**config.mk**
```make
export PLATFORM = sky130hd
export DESIGN_NAME = bmrm_top
export DESIGN_NICKNAME = d
export VERILOG_FILES = /design/src/design/bmrm_pkg.sv /design/src/design/bmrm_fifo.sv /design/src/design/bmrm_top.sv
export VERILOG_INCLUDE_DIRS = /design/src /design/src/design
export SDC_FILE = /design/constraint.sdc
export NUM_CORES = 1
export LEC_CHECK = 0
export BUFFER_PORTS_ARGS = -buffer_cell sky130_fd_sc_hd__buf_2
export CAP_MARGIN = 20
export CORE_MARGIN = 2
export CORE_UTILIZATION = 50
export CTS_CLUSTER_DIAMETER = 200
export DETAILED_ROUTE_END_ITERATION = 16
export PLACE_DENSITY = 0.69
export REMOVE_ABC_BUFFERS = 1
export SYNTH_ARGS = -nofsm -noshare
export SYNTH_HDL_FRONTEND = slang
export SYNTH_SLANG_ARGS = --single-unit
```
**constraint.sdc**
```tcl
create_clock -name mclk_i -period 5.1 [get_ports mclk_i]
set_input_delay 1.02 -clock mclk_i [delete_from_list [all_inputs] [get_ports mclk_i]]
set_output_delay 1.02 -clock mclk_i [all_outputs]
set_load 0.03 [all_outputs]
```
**src/design/bmrm_defs.svh**
```systemverilog
// Offsets, field positions, reset values and limits of the rate match block
`ifndef BMRM_DEFS_SVH
`define BMRM_DEFS_SVH

// ************************************************
// Register map
// ************************************************
`define BMRM_OFS_CTRL 8'h00
`define BMRM_OFS_STAT 8'h04
`define BMRM_OFS_SKIP 8'h08
`define BMRM_RESP_OK 2'h0
`define BMRM_RESP_ERR 2'h2

// ************************************************
// Fields
// ************************************************
`define BMRM_CTL_LOWLAT 0
`define BMRM_CTL_PMA10 1
`define BMRM_CTL_CODEC 2
`define BMRM_CTL_EIDLE 3
`define BMRM_CTRL_RST 4'h6
`define BMRM_ST_FULL 0
`define BMRM_ST_EMPTY 1
`define BMRM_ST_SIGDET 2
`define BMRM_ST_LVL 8

// ************************************************
// Characters and limits
// ************************************************
`define BMRM_SKIP_RST 9'h11c
`define BMRM_PAD_CHAR 9'h1fe
`define BMRM_MAX_DEL 3'h4
`define BMRM_MAX_INS 3'h4
`define BMRM_CLUS_LIM 3'h5
`define BMRM_HI_WM 5'h0c
`define BMRM_LO_WM 5'h04

`endif

```
**src/design/bmrm_pkg.sv**
```systemverilog
// Types shared by the rate match block
package bmrm_pkg;
   typedef struct packed {
      logic full_tag;
      logic [8:0] chr;
   } bmrm_ent_type;

   typedef enum logic [1:0] {
      WS_IDLE = 2'b01,
      WS_RESP = 2'b10
   } bmrm_wst_type;
endpackage : bmrm_pkg

```
**src/design/bmrm_fifo.sv**
```systemverilog
// Flip-flop FIFO with valid and ready on both sides
`timescale 1ns/100ps
`default_nettype none
module bmrm_fifo #(
   parameter int WIDTH = 10,
   parameter int DEPTH = 16,
   parameter int AW = 4
) (
   input wire logic mclk_i,
   input wire logic rst_b_i,
   input wire logic in_valid_i,
   input wire logic [WIDTH-1:0] in_data_i,
   output logic in_ready_o,
   output logic out_valid_o,
   output logic [WIDTH-1:0] out_data_o,
   input wire logic out_ready_i,
   output logic [AW:0] count_o
);
   logic [WIDTH-1:0] mem_r [DEPTH];
   logic [AW-1:0] wp_r;
   logic [AW-1:0] rp_r;
   logic [AW:0] cnt_r;
   logic push;
   logic pop;

   // Depth needs the extra count bit; an AW-bit cast of it would wrap to zero
   assign in_ready_o = (cnt_r != (AW+1)'(DEPTH));
   assign out_valid_o = (cnt_r != '0);
   assign out_data_o = mem_r[rp_r];
   assign count_o = cnt_r;
   assign push = in_valid_i && in_ready_o;
   assign pop = out_valid_o && out_ready_i;

   always_ff @(posedge mclk_i) begin
      if (push) begin
         mem_r[wp_r] <= in_data_i;
      end
   end

   always_ff @(posedge mclk_i or negedge rst_b_i) begin
      if (!rst_b_i) begin
         wp_r <= '0;
         rp_r <= '0;
         cnt_r <= '0;
      end else begin
         if (push) begin
            wp_r <= (wp_r == AW'(DEPTH - 1)) ? '0 : wp_r + 1'b1;
         end
         if (pop) begin
            rp_r <= (rp_r == AW'(DEPTH - 1)) ? '0 : rp_r + 1'b1;
         end
         cnt_r <= cnt_r + (AW+1)'(push) - (AW+1)'(pop);
      end
   end
endmodule : bmrm_fifo
`default_nettype wire

```
**src/design/bmrm_top.sv**
```systemverilog
// Receive rate match path with low-latency bypass, idle and detect control
`timescale 1ns/100ps
`default_nettype none
`include "bmrm_defs.svh"

module bmrm_top
   import bmrm_pkg::*;
#(
   parameter int DEPTH = 16,
   parameter int AW = 4
) (
   input wire logic mclk_i,
   input wire logic rst_b_i,
   input wire logic [7:0] s_axi_awaddr_i,
   input wire logic s_axi_awvalid_i,
   output logic s_axi_awready_o,
   input wire logic [31:0] s_axi_wdata_i,
   input wire logic [3:0] s_axi_wstrb_i,
   input wire logic s_axi_wvalid_i,
   output logic s_axi_wready_o,
   output logic [1:0] s_axi_bresp_o,
   output logic s_axi_bvalid_o,
   input wire logic s_axi_bready_i,
   input wire logic [7:0] s_axi_araddr_i,
   input wire logic s_axi_arvalid_i,
   output logic s_axi_arready_o,
   output logic [31:0] s_axi_rdata_o,
   output logic [1:0] s_axi_rresp_o,
   output logic s_axi_rvalid_o,
   input wire logic s_axi_rready_i,
   input wire logic in_valid_i,
   input wire logic [9:0] in_word_i,
   output logic in_ready_o,
   input wire logic rd_req_i,
   output logic out_valid_o,
   output logic [9:0] out_word_o,
   output logic out_full_o,
   output logic out_empty_o,
   input wire logic rx_sigdet_i,
   output logic sigdet_o,
   input wire logic tx_bit_i,
   output logic tx_p_o,
   output logic tx_p_oe_o
);
   // ************************************************
   // Declarations
   // ************************************************
   logic [3:0] ctrl_r;
   logic [8:0] skip_r;
   logic full_seen_r;
   logic empty_seen_r;
   bmrm_wst_type wst_r;
   logic aw_hold_r;
   logic w_hold_r;
   logic [7:0] awaddr_r;
   logic [31:0] wdata_r;
   logic [3:0] wstrb_r;
   logic [1:0] bresp_r;
   logic rvalid_r;
   logic [31:0] rdata_r;
   logic [1:0] rresp_r;
   logic sd_s1_r;
   logic sd_s2_r;
   logic lowlat;
   logic [8:0] chr_in;
   logic is_skip;
   logic [2:0] wkeep_r;
   logic [2:0] wdel_r;
   logic del_ok;
   logic full_pend_r;
   logic drop;
   bmrm_ent_type wr_ent;
   bmrm_ent_type head;
   logic f_in_valid;
   logic f_in_ready;
   logic f_out_valid;
   logic [9:0] f_out_data;
   logic pop;
   logic [AW:0] level;
   logic last_skip_r;
   logic [2:0] rrun_r;
   logic [2:0] rins_r;
   logic ins_ok;
   logic do_wr;
   logic ev_full;
   logic ev_empty;

   // Decodes an offset; shared by both channels
   function automatic logic [2:0] reg_sel(input logic [7:0] a);
      reg_sel = 3'b000;
      case (a)
         `BMRM_OFS_CTRL: reg_sel = 3'b001;
         `BMRM_OFS_STAT: reg_sel = 3'b010;
         `BMRM_OFS_SKIP: reg_sel = 3'b100;
         default: reg_sel = 3'b000;
      endcase
   endfunction : reg_sel

   // ************************************************
   // Register bus, write side
   // ************************************************
   assign s_axi_awready_o = !aw_hold_r && (wst_r == WS_IDLE);
   assign s_axi_wready_o = !w_hold_r && (wst_r == WS_IDLE);
   assign s_axi_bvalid_o = (wst_r == WS_RESP);
   assign s_axi_bresp_o = bresp_r;
   assign do_wr = aw_hold_r && w_hold_r && (wst_r == WS_IDLE);

   always_ff @(posedge mclk_i or negedge rst_b_i) begin
      if (!rst_b_i) begin
         wst_r <= WS_IDLE;
         aw_hold_r <= 1'b0;
         w_hold_r <= 1'b0;
         awaddr_r <= '0;
         wdata_r <= '0;
         wstrb_r <= '0;
         bresp_r <= `BMRM_RESP_OK;
      end else begin
         if (s_axi_awvalid_i && s_axi_awready_o) begin
            aw_hold_r <= 1'b1;
            awaddr_r <= s_axi_awaddr_i;
         end
         if (s_axi_wvalid_i && s_axi_wready_o) begin
            w_hold_r <= 1'b1;
            wdata_r <= s_axi_wdata_i;
            wstrb_r <= s_axi_wstrb_i;
         end
         case (wst_r)
            WS_IDLE: begin
               if (do_wr) begin
                  aw_hold_r <= 1'b0;
                  w_hold_r <= 1'b0;
                  bresp_r <= (reg_sel(awaddr_r) == 3'b000) ? `BMRM_RESP_ERR : `BMRM_RESP_OK;
                  wst_r <= WS_RESP;
               end
            end
            WS_RESP: begin
               if (s_axi_bready_i) begin
                  wst_r <= WS_IDLE;
               end
            end
            default: wst_r <= WS_IDLE;
         endcase
      end
   end

   always_ff @(posedge mclk_i or negedge rst_b_i) begin
      if (!rst_b_i) begin
         ctrl_r <= `BMRM_CTRL_RST;
         skip_r <= `BMRM_SKIP_RST;
      end else if (do_wr) begin
         if (reg_sel(awaddr_r) == 3'b001 && wstrb_r[0]) begin
            ctrl_r <= wdata_r[3:0];
         end
         // Pattern changes mid-cluster simply restart the count
         if (reg_sel(awaddr_r) == 3'b100) begin
            if (wstrb_r[0]) begin
               skip_r[7:0] <= wdata_r[7:0];
            end
            if (wstrb_r[1]) begin
               skip_r[8] <= wdata_r[8];
            end
         end
      end
   end

   // Sticky events; an event in the clearing cycle survives
   always_ff @(posedge mclk_i or negedge rst_b_i) begin
      if (!rst_b_i) begin
         full_seen_r <= 1'b0;
         empty_seen_r <= 1'b0;
      end else begin
         if (ev_full) begin
            full_seen_r <= 1'b1;
         end else if (do_wr && reg_sel(awaddr_r) == 3'b010 && wstrb_r[0]
                      && wdata_r[`BMRM_ST_FULL]) begin
            full_seen_r <= 1'b0;
         end
         if (ev_empty) begin
            empty_seen_r <= 1'b1;
         end else if (do_wr && reg_sel(awaddr_r) == 3'b010 && wstrb_r[0]
                      && wdata_r[`BMRM_ST_EMPTY]) begin
            empty_seen_r <= 1'b0;
         end
      end
   end

   // ************************************************
   // Register bus, read side
   // ************************************************
   assign s_axi_arready_o = !rvalid_r;
   assign s_axi_rvalid_o = rvalid_r;
   assign s_axi_rdata_o = rdata_r;
   assign s_axi_rresp_o = rresp_r;

   always_ff @(posedge mclk_i or negedge rst_b_i) begin
      if (!rst_b_i) begin
         rvalid_r <= 1'b0;
         rdata_r <= '0;
         rresp_r <= `BMRM_RESP_OK;
      end else if (s_axi_arvalid_i && s_axi_arready_o) begin
         rvalid_r <= 1'b1;
         rresp_r <= `BMRM_RESP_OK;
         rdata_r <= '0;
         case (reg_sel(s_axi_araddr_i))
            3'b001: rdata_r[3:0] <= ctrl_r;
            3'b010: begin
               rdata_r[`BMRM_ST_FULL] <= full_seen_r;
               rdata_r[`BMRM_ST_EMPTY] <= empty_seen_r;
               rdata_r[`BMRM_ST_SIGDET] <= sigdet_o;
               rdata_r[`BMRM_ST_LVL +: AW+1] <= level;
            end
            3'b100: rdata_r[8:0] <= skip_r;
            default: rresp_r <= `BMRM_RESP_ERR;
         endcase
      end else if (s_axi_rready_i) begin
         rvalid_r <= 1'b0;
      end
   end

   // ************************************************
   // Signal detect and transmitter idle
   // ************************************************
   always_ff @(posedge mclk_i or negedge rst_b_i) begin
      if (!rst_b_i) begin
         sd_s1_r <= 1'b0;
         sd_s2_r <= 1'b0;
      end else begin
         sd_s1_r <= rx_sigdet_i;
         sd_s2_r <= sd_s1_r;
      end
   end

   // Detection relies on decoded characters, so no codec means no detect
   assign sigdet_o = sd_s2_r && ctrl_r[`BMRM_CTL_CODEC] && !lowlat;

   always_ff @(posedge mclk_i or negedge rst_b_i) begin
      if (!rst_b_i) begin
         tx_p_o <= 1'b0;
         tx_p_oe_o <= 1'b0;
      end else begin
         tx_p_o <= tx_bit_i;
         tx_p_oe_o <= !ctrl_r[`BMRM_CTL_EIDLE];
      end
   end

   // ************************************************
   // Write side: width select, cluster tracking, deletion
   // ************************************************
   assign lowlat = ctrl_r[`BMRM_CTL_LOWLAT];
   assign chr_in = ctrl_r[`BMRM_CTL_PMA10] ? in_word_i[8:0] : {1'b0, in_word_i[7:0]};
   assign is_skip = (chr_in == skip_r);
   assign del_ok = is_skip && (wkeep_r != 3'h0) && (wdel_r < `BMRM_MAX_DEL)
                   && (level >= `BMRM_HI_WM);
   assign f_in_valid = in_valid_i && !lowlat && !del_ok;
   // Recovered data cannot stall; ready is advisory and overrun drops
   assign drop = f_in_valid && !f_in_ready;
   assign in_ready_o = lowlat || f_in_ready;
   assign wr_ent = '{full_tag: full_pend_r, chr: chr_in};
   assign ev_full = drop;

   always_ff @(posedge mclk_i or negedge rst_b_i) begin
      if (!rst_b_i) begin
         wkeep_r <= '0;
         wdel_r <= '0;
      end else if (in_valid_i && !lowlat) begin
         if (!is_skip) begin
            wkeep_r <= '0;
            wdel_r <= '0;
         end else if (del_ok) begin
            wdel_r <= wdel_r + 3'h1;
         end else if (!drop && wkeep_r != 3'h7) begin
            wkeep_r <= wkeep_r + 3'h1;
         end
      end
   end

   always_ff @(posedge mclk_i or negedge rst_b_i) begin
      if (!rst_b_i) begin
         full_pend_r <= 1'b0;
      end else if (drop) begin
         full_pend_r <= 1'b1;
      end else if (f_in_valid) begin
         full_pend_r <= 1'b0;
      end
   end

   bmrm_fifo #(
      .WIDTH(10),
      .DEPTH(DEPTH),
      .AW(AW)
   ) u_fifo (
      .mclk_i(mclk_i),
      .rst_b_i(rst_b_i),
      .in_valid_i(f_in_valid),
      .in_data_i(wr_ent),
      .in_ready_o(f_in_ready),
      .out_valid_o(f_out_valid),
      .out_data_o(f_out_data),
      .out_ready_i(pop),
      .count_o(level)
   );

   // ************************************************
   // Read side: insertion, padding, bypass
   // ************************************************
   assign head = f_out_data;
   // Insert only at a cluster's end, so inserted skips stay contiguous
   assign ins_ok = last_skip_r && f_out_valid && (head.chr != skip_r)
                   && (rrun_r < `BMRM_CLUS_LIM - 3'h1) && (rins_r < `BMRM_MAX_INS)
                   && (level <= `BMRM_LO_WM);
   assign pop = rd_req_i && !lowlat && !ins_ok && f_out_valid;
   assign ev_empty = rd_req_i && !lowlat && !f_out_valid;

   always_ff @(posedge mclk_i or negedge rst_b_i) begin
      if (!rst_b_i) begin
         out_valid_o <= 1'b0;
         out_word_o <= '0;
         out_full_o <= 1'b0;
         out_empty_o <= 1'b0;
      end else if (lowlat) begin
         out_valid_o <= in_valid_i;
         out_word_o <= ctrl_r[`BMRM_CTL_PMA10] ? in_word_i : {2'b00, in_word_i[7:0]};
         out_full_o <= 1'b0;
         out_empty_o <= 1'b0;
      end else begin
         out_valid_o <= rd_req_i;
         out_full_o <= pop && head.full_tag;
         out_empty_o <= ev_empty;
         if (ins_ok) begin
            out_word_o <= {1'b0, skip_r};
         end else if (f_out_valid) begin
            out_word_o <= {1'b0, head.chr};
         end else begin
            out_word_o <= {1'b0, `BMRM_PAD_CHAR};
         end
      end
   end

   always_ff @(posedge mclk_i or negedge rst_b_i) begin
      if (!rst_b_i) begin
         last_skip_r <= 1'b0;
         rrun_r <= '0;
         rins_r <= '0;
      end else if (rd_req_i && !lowlat) begin
         if (ins_ok) begin
            rrun_r <= rrun_r + 3'h1;
            rins_r <= rins_r + 3'h1;
         end else if (pop && head.chr == skip_r) begin
            last_skip_r <= 1'b1;
            rrun_r <= (rrun_r == 3'h7) ? rrun_r : rrun_r + 3'h1;
         end else begin
            last_skip_r <= 1'b0;
            rrun_r <= '0;
            rins_r <= '0;
         end
      end
   end
endmodule : bmrm_top
`default_nettype wire

```
# Yosys cells after proc, flatten, opt, wreduce, memory -nomap -nowiden
# Memory sizes are Yosys's and may differ from the RTL's.
# Index checks and enable logic that the tools add are counted.
dict set report totals {
  reg_bits 100
  ramBits 160
  input_bits 73
  out_inout_bits 58
  elab_cells 196
  memories 1
}
dict set report op_classes {
  n_addsub 8
  magnitude_cmp 5
  n_eq_ne 28
  muxes 54
  bitwise_logic 1
  n_reduce_logical 67
}
# name words width read_ports rd_ports_with_merged_regs write_ports line_no
set memory_table {}
lappend memory_table {u_fifo.mem_r 16 10 1 0 1 bmrm_fifo.sv:19} ;# logic [WIDTH-1:0] mem_r [DEPTH];
# operator n
set op_table {}
lappend op_table {{two-way mux 3 bit} 15}
lappend op_table {{logical AND 1 bit} 36}
lappend op_table {{two-way mux 9 bit} 3}
lappend op_table {{case mux 3 bit (3 select lines)} 3}
lappend op_table {{two-way mux 1 bit} 20}
lappend op_table {{two-way mux 10 bit} 2}
lappend op_table {{== test 9 bit} 2}
lappend op_table {{== test 8 x 3 -> 1 bit (second input constant)} 2}
lappend op_table {{== test 8 x 4 -> 1 bit (second input constant)} 2}
lappend op_table {{logical NOT 8 bit} 2}
lappend op_table {{two-way mux 4 bit} 4}
lappend op_table {{AND reduction 2 bit} 7}
lappend op_table {{adder 3 x 1 -> 3 bit (second input constant)} 4}
lappend op_table {{logical NOT 1 bit} 10}
lappend op_table {{== test 3 x 2 -> 1 bit (second input constant)} 3}
lappend op_table {{== test 3 bit (second input constant)} 3}
lappend op_table {{< comparator 3 bit (second input constant)} 3}
lappend op_table {{!= test 9 bit} 1}
lappend op_table {{AND reduction 3 bit} 3}
lappend op_table {{adder 4 x 1 -> 4 bit (second input constant)} 2}
lappend op_table {{== test 4 bit (second input constant)} 2}
lappend op_table {{two-way mux 2 bit} 4}
lappend op_table {{nonzero test 2 bit} 4}
lappend op_table {{== test 3 x 1 -> 1 bit (second input constant)} 2}
lappend op_table {{18 further kinds} 24}

# Logic depth before layout (Yosys ltp)
dict set report depth {
  ltp_word 15
  mapped_depth 23
  mapped_depth_nobuf 19
}

# Cells and area by module
# From an unflattened synthesis, not the netlist that was laid out.
dict set report unflattened {
  cells_unflattened 735
  area_unflattened_um2 11059.4
}
# module instances cells_each area_per_inst_um2 seq_area_each_um2
set by_module_without_submodules {}
lappend by_module_without_submodules {bmrm_fifo 1 382 7006.7 5129.9}
lappend by_module_without_submodules {bmrm_top 1 353 4052.6 2135.8}

# Worst setup path before layout
# OpenSTA, ideal clock, no wires.
dict set report synth_path {
  kind {register -> register}
  startpoint {register u_fifo.rp_r[1]}
  endpoint {register u_fifo.cnt_r[4] (netlist: u_fifo.count_o[4])}
  setup_ns 0.125
  t_arrival_ns 3.621
  required_ns 4.975
  slack_ns 1.353
  stages_incl_launch_ff 21
  path_buffers 1
  synth_period_minus_slack_ns 3.747
  path_cell_list {dfrtp_1 buf_6 mux2_1 mux4_2 xor2_1 o21ai_1 o211ai_1 or3_4 o21ai_2 nand2_1 inv_1 ha_1 inv_1 ha_1 inv_1 fa_1 inv_1 a21oi_1 nor2_1 nor2_1 xor2_1}
}
dict set report synth_via {
  elab_chain_cells 11
}
# element line_no
set synth_rtl {}
lappend synth_rtl {{start: declaration} bmrm_fifo.sv:21} ;# logic [AW-1:0] rp_r;
lappend synth_rtl {{start signal: assignment} bmrm_fifo.sv:50} ;# rp_r <= (rp_r == AW'(DEPTH - 1)) ? '0 : rp_r + 1'b1;
lappend synth_rtl {{memory read (16 x 10 bit)} -}
lappend synth_rtl {{!= test 9 bit} bmrm_top.sv:308} ;# assign ins_ok = last_skip_r && f_out_valid && (head.chr != skip_r)
lappend synth_rtl {{logical AND 1 bit (4 in a row)} bmrm_top.sv:308}
lappend synth_rtl {{logical NOT 1 bit} bmrm_top.sv:311} ;# assign pop = rd_req_i && !lowlat && !ins_ok && f_out_valid;
lappend synth_rtl {{logical AND 1 bit (2 in a row)} bmrm_top.sv:311}
lappend synth_rtl {{logical AND 1 bit} bmrm_fifo.sv:32} ;# assign pop = out_valid_o && out_ready_i;
lappend synth_rtl {{via u_fifo.pop} bmrm_fifo.sv:24} ;# logic pop;
lappend synth_rtl {{subtractor 5 x 1 -> 5 bit} bmrm_fifo.sv:52} ;# cnt_r <= cnt_r + (AW+1)'(push) - (AW+1)'(pop);
lappend synth_rtl {{end signal: assignment} bmrm_fifo.sv:52}
lappend synth_rtl {{end: declaration} bmrm_fifo.sv:22} ;# logic [AW:0] cnt_r;
# The timed path passes the listed nets, and every way through them passes these cells.
# A chain may end at the register's enable or synchronous reset.

# Final worst setup path
# Same ends and word-level chain as after synthesis.

==> flow_summary.toml <==
[drt]
drtIter0Drc = 512
final_antenna_net_count = 0
wire_per_inst_um = 20.2
wl_um = 24200
vias = 6691
drcViolationCount = 0
firstDrtPassIters = 5
via_per_inst = 5.59

[clock_network]
cts.clk_slew.worst_paths_ns = 0.07
htreeDepth = 1
cts_buffer_depth = 3
cts_buffers = 26
postCtsResizedCells = 0
clock-sinks = 258
hold_buffers = 0
postCtsSetupBuffers = 0
insertion_delay_ns = 0.53
cts-root-buf = "clkbuf_16"
cts_tree = "yes"

[synth]
synth_top_area_cell = "edfxtp_1"
ys_seq_elements = 258
ys_warn_count = 0
syn_area_sq_um = 11400
ys_seq_area_share_pct = 63.7
synth-compound-area-share_pct = 7.08
synth_area_leaders = "edfxtp_1 42%, dfrtp_1 20%, mux4_2 5.3%"
synthAdderAreaFrac_pct = 2.59
synth_top_family_by_area = "multiplexers"
muxShareOfSynthArea_pct = 13.1
async_flop_share_pct = 38.0
postSynthAreaPerCell_sq_um = 14.5
synthCells = 788
synth_edf_count = 160
synth_xor_area_share_pct = 2.23
synth_cell_types = 70
synth_flop_cell = "edfxtp_1"
synth_top_area_share_pct = 42.1
yosys.area_share.simple_pct = 7.09

[pwr]
vdd_drop_max_mv = 0.321
power.density_nw_per_um2 = 542
leakagePower_nw = 5.24
fin_total_pwr_mw = 7.04

[timing]
min_period_ns = 4.46
tns_ns = 0
hold_viol_final = 0
setup_viol = 0
rsz0062_at_grt = "no"
finClkSkew_ns = 0.0114
tightest_slew_ns = 0.940
relSlewSlack_pct = 37.3
finalCritPeriodShare_pct = 87.5
fmax_ghz = 0.224
slew_viol_final = 0

[placement]
hpwlAfterDp_um = 16200
gp_congestion = 0.846
io_buffers = 84
place_area_sq_um = 12100

[global_routing]
antenna_found_initial = 0
grt_pass1_wl_um = 37400
grt_max_degree = 74
grt.total_usage_pct = 20.3
grt_pass1_vias = 6556
grt-ovfl-total = 0

[finish]
final_util_pct = 57.7
drive_gt1_share_pct = 25.8
diodes = 0
areaGrowthSynthToFinish_pct = 13.7
mostFrequentLayoutCell = "edfxtp_1"
fillers = 1753
final_cell_mix = "160 x edfxtp_1, 88 x dfrtp_1, 83 x buf_2, 52 x nand2_1, 45 x nor2_1"
layout.nets = 989
stdcell_area_sq_um = 13000

[flow_run]
drv_cap = 0

[worst_setup_path]
path_class = "reg -> reg"
cp-start-kind = "flop"
worst_ep_required_time_ns = 5.51
cp_max_fo = 29
crit_arrival_ns = 4.87
cp-end-kind = "flop"

[floorplanning]
ioPinCount = 131
fp.coreArea_sq_um = 22500
initial_core_util_pct = 50.7
die_x_um = 155
die_h_um = 155
num_rows = 55
dieArea_sq_um = 24000

[status]
status = "complete, no violations"

[hold_path]
hold_path_class = "reg -> reg"
-- per-stage QoR --
stage                     setup slack (ns)  cells  hold slack [ns]
after floorplan                     0.0840    749            0.331
after global placement               0.665   1150            0.346
after detailed placement             0.615   1150            0.345
after CTS                            0.592   1198            0.349
after global routing                 0.312   1198            0.354
final                                0.638   1198            0.346
-- final timing paths --
path | slack, ns | depth (start not counted) | startpoint | endpoint
setup / recovery | 0.64 | 19 | u_fifo.rp_r[1] | u_fifo.count_o[4]
hold / removal | 0.35 | 0 | sd_s1_r | sd_s2_r
hold reg to reg | 0.35 | 0 | sd_s1_r | sd_s2_r
setup reg to reg | 0.64 | 19 | u_fifo.rp_r[1] | u_fifo.count_o[4]
max in group asynchronous | 3.50 | 2 | rst_b_i | skip_r[3]
min in group asynchronous | 0.63 | 1 | rst_b_i | wdel_r[0]
-- routing by layer --
layer | track usage (%) | share of wire [%] | vias up
li1 | - | - | 3106
met4 | 4.89 | 1.9 | 0
met2 | 33.1 | 48 | 200
met5 | 0 | 0 | -
met1 | 29.5 | 45 | 3347
met3 | 2.67 | 5.1 | 38
-- layout make-up --
class / count / area (sq um) / area share, %
inverters: 30 / 113 / 0.868
clock buffers: 31 / 669 / 5.16
clock inverters: 17 / 165 / 1.27
repair buffers: 116 / 663 / 5.11
well taps: 285 / 357 / 2.75
multi-input cells: 461 / 3740 / 28.8
flip-flops and latches: 258 / 7270 / 56.0
-- synth_stat cells (8+ instances only) --
cell	n
edfxtp_1	160
dfrtp_1	91
nand2_1	52
nor2_1	45
mux2i_1	41
mux2_2	38
inv_1	30
mux4_2	27
buf_4	25
ha_1	22
o21ai_0	21
clkbuf_1	19
a21oi_1	15
xor2_1	15
xnor2_1	14
a22o_1	13
nor3_1	13
nand2b_1	10
nor2b_1	10
a22oi_1	9
and3_1	9
buf_2	8
-- worst max-delay path, stage by stage (launching register included) --
cell and delay (ns):
dfrtp_2 0.88, mux2_2 0.44, mux4_2 0.51, xor2_1 0.17, o21ai_1 0.14, o211ai_1 0.10
or3_4 0.41, o21ai_2 0.14, nand2_1 0.16, inv_1 0.09, ha_1 0.22, inv_1 0.05
ha_1 0.15, inv_1 0.05, fa_1 0.40, inv_1 0.07, a21oi_1 0.06, nor2_1 0.09
nor2_1 0.05, xor2_1 0.13
-- logic make-up (layout without fill, tap and decap cells) --
kind of cell | count (synthesis) | count (layout)
XOR/XNOR | 29 | 29
flip-flops | 258 | 258
multiplexers | 109 | 109
buffers and inverters | 89 | 194
AO/OA/AOI/OAI | 110 | 110
AND/OR/NAND/NOR | 169 | 169
other | 1 | 21
adder cells (fa/ha/maj) | 23 | 23
-- state kept, by name, indices dropped and copies added, names as in the netlist, 2 cells and up --
register	flops
awaddr_r	8
ctrl_r	4
out_word_o	10
rins_r	3
rrun_r	3
s_axi_rdata_o	13
skip_r	9
u_fifo.count_o	5
u_fifo.mem_r	160
u_fifo.rp_r	4
u_fifo.wp_r	4
wdata_r	9
wdel_r	3
wkeep_r	3
wst_r	2
wstrb_r	2
-- power by group --
part / internal [mW] / switching, mW
registers: 2.59 / 0.359
logic: 1.03 / 1.19
clock network: 1.09 / 0.774
No activity file was read; power rests on OpenSTA's default activity.
